## src/rtl/spd_pkg.sv

```systemverilog
package spd_pkg;

	// ----------------------------------------------------------------
	// Register map (byte addresses, one 32-bit word each)
	// ----------------------------------------------------------------
	localparam logic [7:0] SPD_ADR_FULL_SCALE = 8'h00;
	localparam logic [7:0] SPD_ADR_LATCH = 8'h04;
	localparam logic [7:0] SPD_ADR_STATUS = 8'h08;
	localparam logic [7:0] SPD_ADR_TARGET = 8'h0c;
	localparam logic [7:0] SPD_ADR_CHOP = 8'h10;

	localparam logic [7:0] SPD_FULL_SCALE_RST = 8'hff;
	localparam logic [7:0] SPD_STORE_RST = 8'h00;
	localparam logic [15:0] SPD_CHOP_DIV_RST = 16'h0000;

	// ----------------------------------------------------------------
	// Storage word layout
	// ----------------------------------------------------------------
	localparam int SPD_BIT_PHASE_A = 7;
	localparam int SPD_BIT_ENABLE_A = 6;
	localparam int SPD_BIT_PHASE_B = 5;
	localparam int SPD_BIT_ENABLE_B = 4;
	localparam int SPD_TRQ_MSB = 3;
	localparam int SPD_TRQ_LSB = 0;
	localparam int SPD_LATCH_CMD_BIT = 0;

	// Status word layout
	localparam int SPD_ST_STORE_LSB = 0;
	localparam int SPD_ST_STANDBY = 8;
	localparam int SPD_ST_SUPPLY = 9;
	localparam int SPD_ST_RUN = 10;
	localparam int SPD_ST_ACT_A = 11;
	localparam int SPD_ST_ACT_B = 12;

	// Target word layout
	localparam int SPD_TGT_A_LSB = 0;
	localparam int SPD_TGT_B_LSB = 8;

	// ----------------------------------------------------------------
	// Timing
	// ----------------------------------------------------------------
	localparam int SPD_CLK_PERIOD_NS = 8;
	localparam int SPD_CHOP_PERIOD_NS = 10000;
	localparam int SPD_CHOP_CYCLES = SPD_CHOP_PERIOD_NS / SPD_CLK_PERIOD_NS;

	// ----------------------------------------------------------------
	// Torque ratio table, percent of full scale, code 0 to 15
	// ----------------------------------------------------------------
	localparam logic [14:0] SPD_PCT_DIV = 15'h0064;
	localparam logic [6:0] SPD_PCT [16] = '{
		7'h00, 7'h05, 7'h0a, 7'h0f, 7'h19, 7'h1d, 7'h26, 7'h2b,
		7'h34, 7'h3c, 7'h43, 7'h4a, 7'h50, 7'h56, 7'h5e, 7'h64
	};

endpackage : spd_pkg

```

## src/rtl/spd_chan_if.sv

```systemverilog
interface spd_chan_if;
	// Commands toward one bridge channel
	logic phase;
	logic enable;
	logic run;
	logic [7:0] full_scale;
	logic [6:0] ratio;
	// Registered bridge state back to the top
	logic pos;
	logic pos_oe;
	logic neg;
	logic neg_oe;
	logic active;
	logic [7:0] target;

	modport ctl (
		output phase, enable, run, full_scale, ratio,
		input pos, pos_oe, neg, neg_oe, active, target
	);
	modport drv (
		input phase, enable, run, full_scale, ratio,
		output pos, pos_oe, neg, neg_oe, active, target
	);
endinterface : spd_chan_if

```

## src/rtl/spd_channel.sv

```systemverilog
module spd_channel (
	// Clock and reset
	input wire logic clk_i,
	input wire logic rst_i,
	// Channel commands and state
	spd_chan_if.drv ch
);

	logic [14:0] prod;
	logic [7:0] scaled;
	logic on;

	assign on = ch.run & ch.enable; // RULE_02 RULE_04
	assign prod = 15'(ch.full_scale) * 15'(ch.ratio);
	assign scaled = 8'(prod / spd_pkg::SPD_PCT_DIV); // RULE_10

	always_ff @(posedge clk_i)
	begin
		if (rst_i)
		begin
			ch.pos <= 1'b0;
			ch.neg <= 1'b0;
			ch.pos_oe <= 1'b0;
			ch.neg_oe <= 1'b0;
			ch.active <= 1'b0;
			ch.target <= 8'h00;
		end
		else
		begin
			// Positive current runs from the plus to the minus terminal
			ch.pos <= ch.phase; // RULE_01 RULE_03
			ch.neg <= ~ch.phase; // RULE_03
			ch.pos_oe <= on; // RULE_02
			ch.neg_oe <= on; // RULE_02
			ch.active <= on;
			ch.target <= on ? scaled : 8'h00; // RULE_10
		end
	end

endmodule : spd_channel

```

## src/rtl/spd_top.sv

```systemverilog
// Functional notes
// (RULE_01) Positive current flows plus to minus terminal
// (RULE_02) Output-on low floats that whole channel
// (RULE_03) Polarity high drives plus high, minus low
// (RULE_04) Standby low stops oscillator and both channels
// (RULE_05) Torque code maps to sixteen percent ratios
// (RULE_06) Full step: both on, polarity pairs cycle
// (RULE_07) Half step: eight states, one channel off
// (RULE_08) No drive without motor supply present
// (RULE_09) Bits come from storage latched on strobe
// (RULE_10) Target equals full scale times shared ratio
//
// The Wishbone interface to the registers and the placing of the registers are this design's own decisions.
module spd_top (
	// Clock and reset
	input wire logic clk_i,
	input wire logic rst_i,
	// Wishbone slave
	input wire logic wb_cyc_i,
	input wire logic wb_stb_i,
	input wire logic wb_we_i,
	input wire logic [7:0] wb_adr_i,
	input wire logic [3:0] wb_sel_i,
	input wire logic [31:0] wb_dat_i,
	output logic [31:0] wb_dat_o,
	output logic wb_ack_o,
	// Serial front end
	input wire logic [7:0] shift_word_i,
	input wire logic latch_strobe_i,
	// Device control levels
	input wire logic standby_n_i,
	input wire logic motor_supply_ok_i,
	// Chopper oscillator
	output logic chopper_oscillator_run_o,
	output logic chopper_oscillator_tick_o,
	// Channel A bridge
	output logic out_a_pos_o,
	output logic out_a_pos_oe_o,
	output logic out_a_neg_o,
	output logic out_a_neg_oe_o,
	output logic [7:0] target_a_o,
	// Channel B bridge
	output logic out_b_pos_o,
	output logic out_b_pos_oe_o,
	output logic out_b_neg_o,
	output logic out_b_neg_oe_o,
	output logic [7:0] target_b_o
);

	// ----------------------------------------------------------------
	// Wishbone decode
	// ----------------------------------------------------------------
	logic ack_reg;
	logic [31:0] rdata_reg;
	logic [31:0] rdata_next;
	logic req;
	logic wr_go;
	logic hit_fs;
	logic hit_latch;
	logic hit_status;
	logic hit_target;
	logic hit_chop;
	logic [31:0] status_word;
	logic [31:0] target_word;

	assign req = wb_cyc_i & wb_stb_i;
	// Writes land on the edge where the master sees ack
	assign wr_go = req & wb_we_i & ack_reg;
	assign hit_fs = wb_adr_i == spd_pkg::SPD_ADR_FULL_SCALE;
	assign hit_latch = wb_adr_i == spd_pkg::SPD_ADR_LATCH;
	assign hit_status = wb_adr_i == spd_pkg::SPD_ADR_STATUS;
	assign hit_target = wb_adr_i == spd_pkg::SPD_ADR_TARGET;
	assign hit_chop = wb_adr_i == spd_pkg::SPD_ADR_CHOP;

	// ----------------------------------------------------------------
	// Control registers
	// ----------------------------------------------------------------
	logic [7:0] full_scale_reg;
	logic [15:0] chop_div_reg;
	logic [7:0] store_reg;
	logic strobe_prev_reg;
	logic latch_go;
	logic sw_latch;

	assign sw_latch = wr_go & hit_latch & wb_sel_i[0]
		& wb_dat_i[spd_pkg::SPD_LATCH_CMD_BIT];
	// A rising edge of the strobe or a latch-word write captures; a held strobe level does not
	assign latch_go = (latch_strobe_i & ~strobe_prev_reg) | sw_latch;

	always_ff @(posedge clk_i)
	begin
		if (rst_i)
		begin
			full_scale_reg <= spd_pkg::SPD_FULL_SCALE_RST;
			chop_div_reg <= spd_pkg::SPD_CHOP_DIV_RST;
			store_reg <= spd_pkg::SPD_STORE_RST;
			strobe_prev_reg <= 1'b0;
		end
		else
		begin
			strobe_prev_reg <= latch_strobe_i;
			if (latch_go)
				store_reg <= shift_word_i; // RULE_09
			if (wr_go & hit_fs & wb_sel_i[0])
				full_scale_reg <= wb_dat_i[7:0];
			if (wr_go & hit_chop & wb_sel_i[0])
				chop_div_reg[7:0] <= wb_dat_i[7:0];
			if (wr_go & hit_chop & wb_sel_i[1])
				chop_div_reg[15:8] <= wb_dat_i[15:8];
		end
	end

	// ----------------------------------------------------------------
	// Run gating and torque ratio
	// ----------------------------------------------------------------
	logic run;
	logic [3:0] trq_code;
	logic [6:0] ratio;

	// Logic levels alone never drive the bridge without motor supply
	assign run = standby_n_i & motor_supply_ok_i; // RULE_04 RULE_08
	assign trq_code = store_reg[spd_pkg::SPD_TRQ_MSB:spd_pkg::SPD_TRQ_LSB];
	assign ratio = spd_pkg::SPD_PCT[trq_code]; // RULE_05

	// ----------------------------------------------------------------
	// Chopper oscillator
	// ----------------------------------------------------------------
	logic [15:0] chop_cnt_reg;
	logic [15:0] chop_cnt_next;
	logic [15:0] chop_last;
	logic chop_tick_reg;
	logic chop_wrap;

	// Zero in the divider register selects the nominal chopping period
	assign chop_last = (chop_div_reg == 16'h0000)
		? 16'(spd_pkg::SPD_CHOP_CYCLES - 1) : chop_div_reg;
	assign chop_wrap = chop_cnt_reg >= chop_last;
	assign chop_cnt_next = chop_wrap ? 16'h0000 : chop_cnt_reg + 16'h0001;

	always_ff @(posedge clk_i)
	begin
		if (rst_i | ~run)
		begin
			// Standby holds the oscillator still
			chop_cnt_reg <= 16'h0000; // RULE_04
			chop_tick_reg <= 1'b0;
		end
		else
		begin
			chop_cnt_reg <= chop_cnt_next;
			chop_tick_reg <= chop_wrap;
		end
	end

	assign chopper_oscillator_run_o = run;
	assign chopper_oscillator_tick_o = chop_tick_reg;

	// ----------------------------------------------------------------
	// Bridge channels
	// ----------------------------------------------------------------
	spd_chan_if ch_a ();
	spd_chan_if ch_b ();

	// Each channel decodes its own pair, so any step sequence works
	assign ch_a.phase = store_reg[spd_pkg::SPD_BIT_PHASE_A]; // RULE_06
	assign ch_a.enable = store_reg[spd_pkg::SPD_BIT_ENABLE_A]; // RULE_07
	assign ch_b.phase = store_reg[spd_pkg::SPD_BIT_PHASE_B]; // RULE_06
	assign ch_b.enable = store_reg[spd_pkg::SPD_BIT_ENABLE_B]; // RULE_07
	assign ch_a.run = run;
	assign ch_b.run = run;
	// One ratio feeds both channels
	assign ch_a.full_scale = full_scale_reg;
	assign ch_b.full_scale = full_scale_reg;
	assign ch_a.ratio = ratio; // RULE_10
	assign ch_b.ratio = ratio; // RULE_10

	spd_channel u_chan_a (
		.clk_i(clk_i),
		.rst_i(rst_i),
		.ch(ch_a)
	);

	spd_channel u_chan_b (
		.clk_i(clk_i),
		.rst_i(rst_i),
		.ch(ch_b)
	);

	assign out_a_pos_o = ch_a.pos;
	assign out_a_pos_oe_o = ch_a.pos_oe;
	assign out_a_neg_o = ch_a.neg;
	assign out_a_neg_oe_o = ch_a.neg_oe;
	assign target_a_o = ch_a.target;
	assign out_b_pos_o = ch_b.pos;
	assign out_b_pos_oe_o = ch_b.pos_oe;
	assign out_b_neg_o = ch_b.neg;
	assign out_b_neg_oe_o = ch_b.neg_oe;
	assign target_b_o = ch_b.target;

	// ----------------------------------------------------------------
	// Read mux and acknowledge
	// ----------------------------------------------------------------
	always_comb
	begin
		status_word = 32'h0000_0000;
		status_word[spd_pkg::SPD_ST_STORE_LSB +: 8] = store_reg;
		status_word[spd_pkg::SPD_ST_STANDBY] = standby_n_i;
		status_word[spd_pkg::SPD_ST_SUPPLY] = motor_supply_ok_i;
		status_word[spd_pkg::SPD_ST_RUN] = run;
		status_word[spd_pkg::SPD_ST_ACT_A] = ch_a.active;
		status_word[spd_pkg::SPD_ST_ACT_B] = ch_b.active;
		target_word = 32'h0000_0000;
		target_word[spd_pkg::SPD_TGT_A_LSB +: 8] = ch_a.target;
		target_word[spd_pkg::SPD_TGT_B_LSB +: 8] = ch_b.target;
	end

	// Unmapped addresses read zero; the latch word reads zero too
	assign rdata_next = hit_fs ? {24'h000000, full_scale_reg}
		: hit_status ? status_word
		: hit_target ? target_word
		: hit_chop ? {16'h0000, chop_div_reg}
		: 32'h0000_0000;

	always_ff @(posedge clk_i)
	begin
		if (rst_i)
		begin
			ack_reg <= 1'b0;
			rdata_reg <= 32'h0000_0000;
		end
		else
		begin
			ack_reg <= req & ~ack_reg;
			if (req & ~ack_reg)
				rdata_reg <= rdata_next;
		end
	end

	assign wb_ack_o = ack_reg;
	assign wb_dat_o = rdata_reg;

endmodule : spd_top

```

## config.mk

```make
export PLATFORM = sky130hd
export DESIGN_NAME = spd_top
export DESIGN_NICKNAME = d
export VERILOG_FILES = /design/src/rtl/spd_pkg.sv /design/src/rtl/spd_chan_if.sv /design/src/rtl/spd_channel.sv /design/src/rtl/spd_top.sv
export SDC_FILE = /design/constraint.sdc
export NUM_CORES = 1
export LEC_CHECK = 0
export BUFFER_PORTS_ARGS = -buffer_cell sky130_fd_sc_hd__buf_2
export CORE_MARGIN = 5
export CORE_UTILIZATION = 60
export DETAILED_ROUTE_END_ITERATION = 10
export PLACE_DENSITY_LB_ADDON = 0.12
export SLEW_MARGIN = 0
export SYNTH_ARGS = -nofsm -noshare
export SYNTH_HDL_FRONTEND = slang
export SYNTH_HIERARCHICAL = 1
export SYNTH_SLANG_ARGS = --single-unit
```

## constraint.sdc

```tcl
create_clock -name clk_i -period 12.7 [get_ports clk_i]
set_input_delay 0.635 -clock clk_i [delete_from_list [all_inputs] [get_ports clk_i]]
set_output_delay 0.635 -clock clk_i [all_outputs]
set_load 0.01 [all_outputs]
```

==> metrics.cfg <==
[logic_synthesis]
synthCells=1420
synth_edf_count=0
synthArstFlopShare_pct=0
yosysSeqAreaShare_pct=15.39
ys_warn_count=6
synth-main-ff-cell=dfxtp_1
synth.distinct_cells=89
ys_ff_latch=89
synth_area_sq_um=11580
synth_area_per_cell_sq_um=8.153

[route]
viasPerCell=6.210
drc=0
num_vias=10724
wl_per_cell_um=16.76
ant_nets=0
dr.pass1.iters=6
wl_um=28950
drt_iter0_drc=832

[critical_path]
critPathMaxStageDelay_ps=930
crit_fanout=16
worstPathArrival_ps=11110
critical_path_class=flop to flop
cp_common_cell=fa_1
cp_data_required_time_ps=12940
cp-end-kind=flop
cp_slowest_cell=o211ai_1
worst_setup_path_start_kind=flop

[sta]
tns_ps=0
max_freq_mhz=92.01
slew_violations=0
rsz0062_at_grt=no
finalCritPeriodShare_pct=85.58
slew_headroom_pct=18.65
final-setup-viol-count=0
skew_ps=10.10
period_minus_slack_ps=10870
worst_slew_pin_slew_ps=1216
setup_ws_ps=1832
hold_viol_final=0

[floorplanning]
die_w_um=148.9
fp-row-count=50
start_util_pct=61.48
io_pins=119
die-area_sq_um=22170
core_sq_um=18830
fp.dieH_um=148.9

[layout]
fillCellCount=1659
num-nets-final=1668
multi_input_area_sq_um=9085
area_growth_pct=6.203
final_layout_size_suffix_gt1_share_pct=12.07
seq_area_sq_um=1782
diodes=0

[clock_tree]
clkSinkCount=89
clk_latency_ps=350
root_buffer=clkbuf_16
cts_setup_buffers=0
cts-htree-levels=3
cts_buffers=9
cts_hold_buf=0
clockBufferDepth=2
cts_tree=yes
clkTransAtPathRegs_ps=70
cts_resized=0

[global_routing]
use_met3_pct=3.312
grt_most_used_layer=met2
grt_overflow=0
grt_pass1_wl_um=47640
grt_pass1_vias=9764
grt_antenna_before_repair=2
use_met1_pct=34.65
grt_use_total_pct=25.30
grt_util_met2_pct=42.43
grt_start_max_net_pins=57

[run_status]
status=finished, final reports clean

[placed_design]
io_buffers=84
dpl.hpwl_um=22050
dp_worst_setup_slack_ps=1992
gp_congestion=0.8989

[job]
maxCapViolations=0

[worst_hold_path]
worstHoldPathType=flop to flop

## logic make-up after synthesis
logic type / share of synthesized area [%]
other: 0.03239
flip-flops: 15.39
AND/OR/NAND/NOR: 25.36
multiplexers: 4.053
adder cells (fa/ha/maj): 19.91
buffers and inverters: 6.625
AO/OA/AOI/OAI: 24.49
XOR/XNOR: 4.139
## critical path: cells and delay by family (launching register included)
family                     cells  cell delay (ps)
and+or+nand+nor                6             1580
adders and majority gates      6             2730
AOI/OAI and AO/OA             18             5750
DFF                            1              550
buffers and inverters          1              140
## layout make-up
class	count	share of cell area, %
inverters	84	2.564
multi-input cells	1185	73.89
clock inverters	7	0.6106
well taps	260	2.646
repair buffers	93	3.969
flip-flops and latches	89	14.49
clock buffers	9	1.832
## cells in the final DEF (no fill, tap or decap), types with 22 or more instances in the layout
master	instances
nand2_1	124
nor2_1	109
and2_1	101
dfxtp_1	89
ha_1	88
inv_1	84
buf_2	84
a21oi_1	64
fa_1	58
nand3_1	53
o21ai_0	39
mux2i_1	36
xor2_1	28
a211oi_1	25
nor3_1	24
xnor2_1	23
nor4_1	22
## path summary, 6_finish.rpt
kind / startpoint / to / slack (ps) / depth (start not counted)
max: store_reg[1] / u_chan_a/ch.target[0] / 1830 / 31
min: wb_dat_o[14] / wb_dat_o[14] / 460 / 2
max reg2reg: store_reg[1] / u_chan_a/ch.target[0] / 1830 / 31
min reg2reg: wb_dat_o[14] / wb_dat_o[14] / 460 / 2
## cell usage after synthesis, types with 6 or more instances
library cell  number  area (sq um)
nand3b_1          12         90.09
nor4_1            22         137.6
dfxtp_1           89          1782
a21oi_1           64         320.3
a211oi_1          25         187.7
nor2b_1           10         62.56
o211ai_1          20         150.1
mux2i_1           36         360.4
fa_1              58          1161
a21o_1            19         142.6
and2_1           101         631.9
nor3_1            24         120.1
xor2_1            28         245.2
nand2_1          124         465.5
or3_1              9         56.30
buf_4             28         210.2
a22o_1             6         52.55
o22ai_1           11         68.82
xnor2_1           23         201.4
nand4_1           16         100.1
o21a_1            12         90.09
o211a_1           10         100.1
and3_1            13         81.33
and4_1            14         122.6
or2_1              6         37.54
ha_1              88          1101
o21ai_0           39         195.2
nand2b_1          17         106.4
o21ai_1           19         95.09
inv_1             84         315.3
a21oi_2           10         87.58
buf_2             22         110.1
nor2_1           109         409.1
a211o_1           10         87.58
o2111ai_1          6         52.55
o31ai_1           14         105.1
o31a_1             8         70.07
a22oi_1            9         67.56
nand3_1           53         265.3
clkbuf_1          23         86.33
## metrics by stage
step	instance area, sq um	hold WS, ps	instances	utilization (%)
final	12300	456.1	1727	65.30
after floorplan	11630	417.0	1435	-
after CTS	12300	459.3	1727	65.30
after detailed placement	12000	443.5	1711	63.70
after global placement	12000	434.3	1711	63.70
after global routing	12300	480.4	1727	65.30
## routing by layer
metal / wire [um] / part of all wire (%)
met1: 13040 / 45
met2: 13610 / 47
met3: 1725 / 6.0
met4: 540 / 1.9
met5: 27 / 0.093
Power is not shown: default switching activity piles up to over one toggle a cycle in this logic, so the estimate is an artifact.
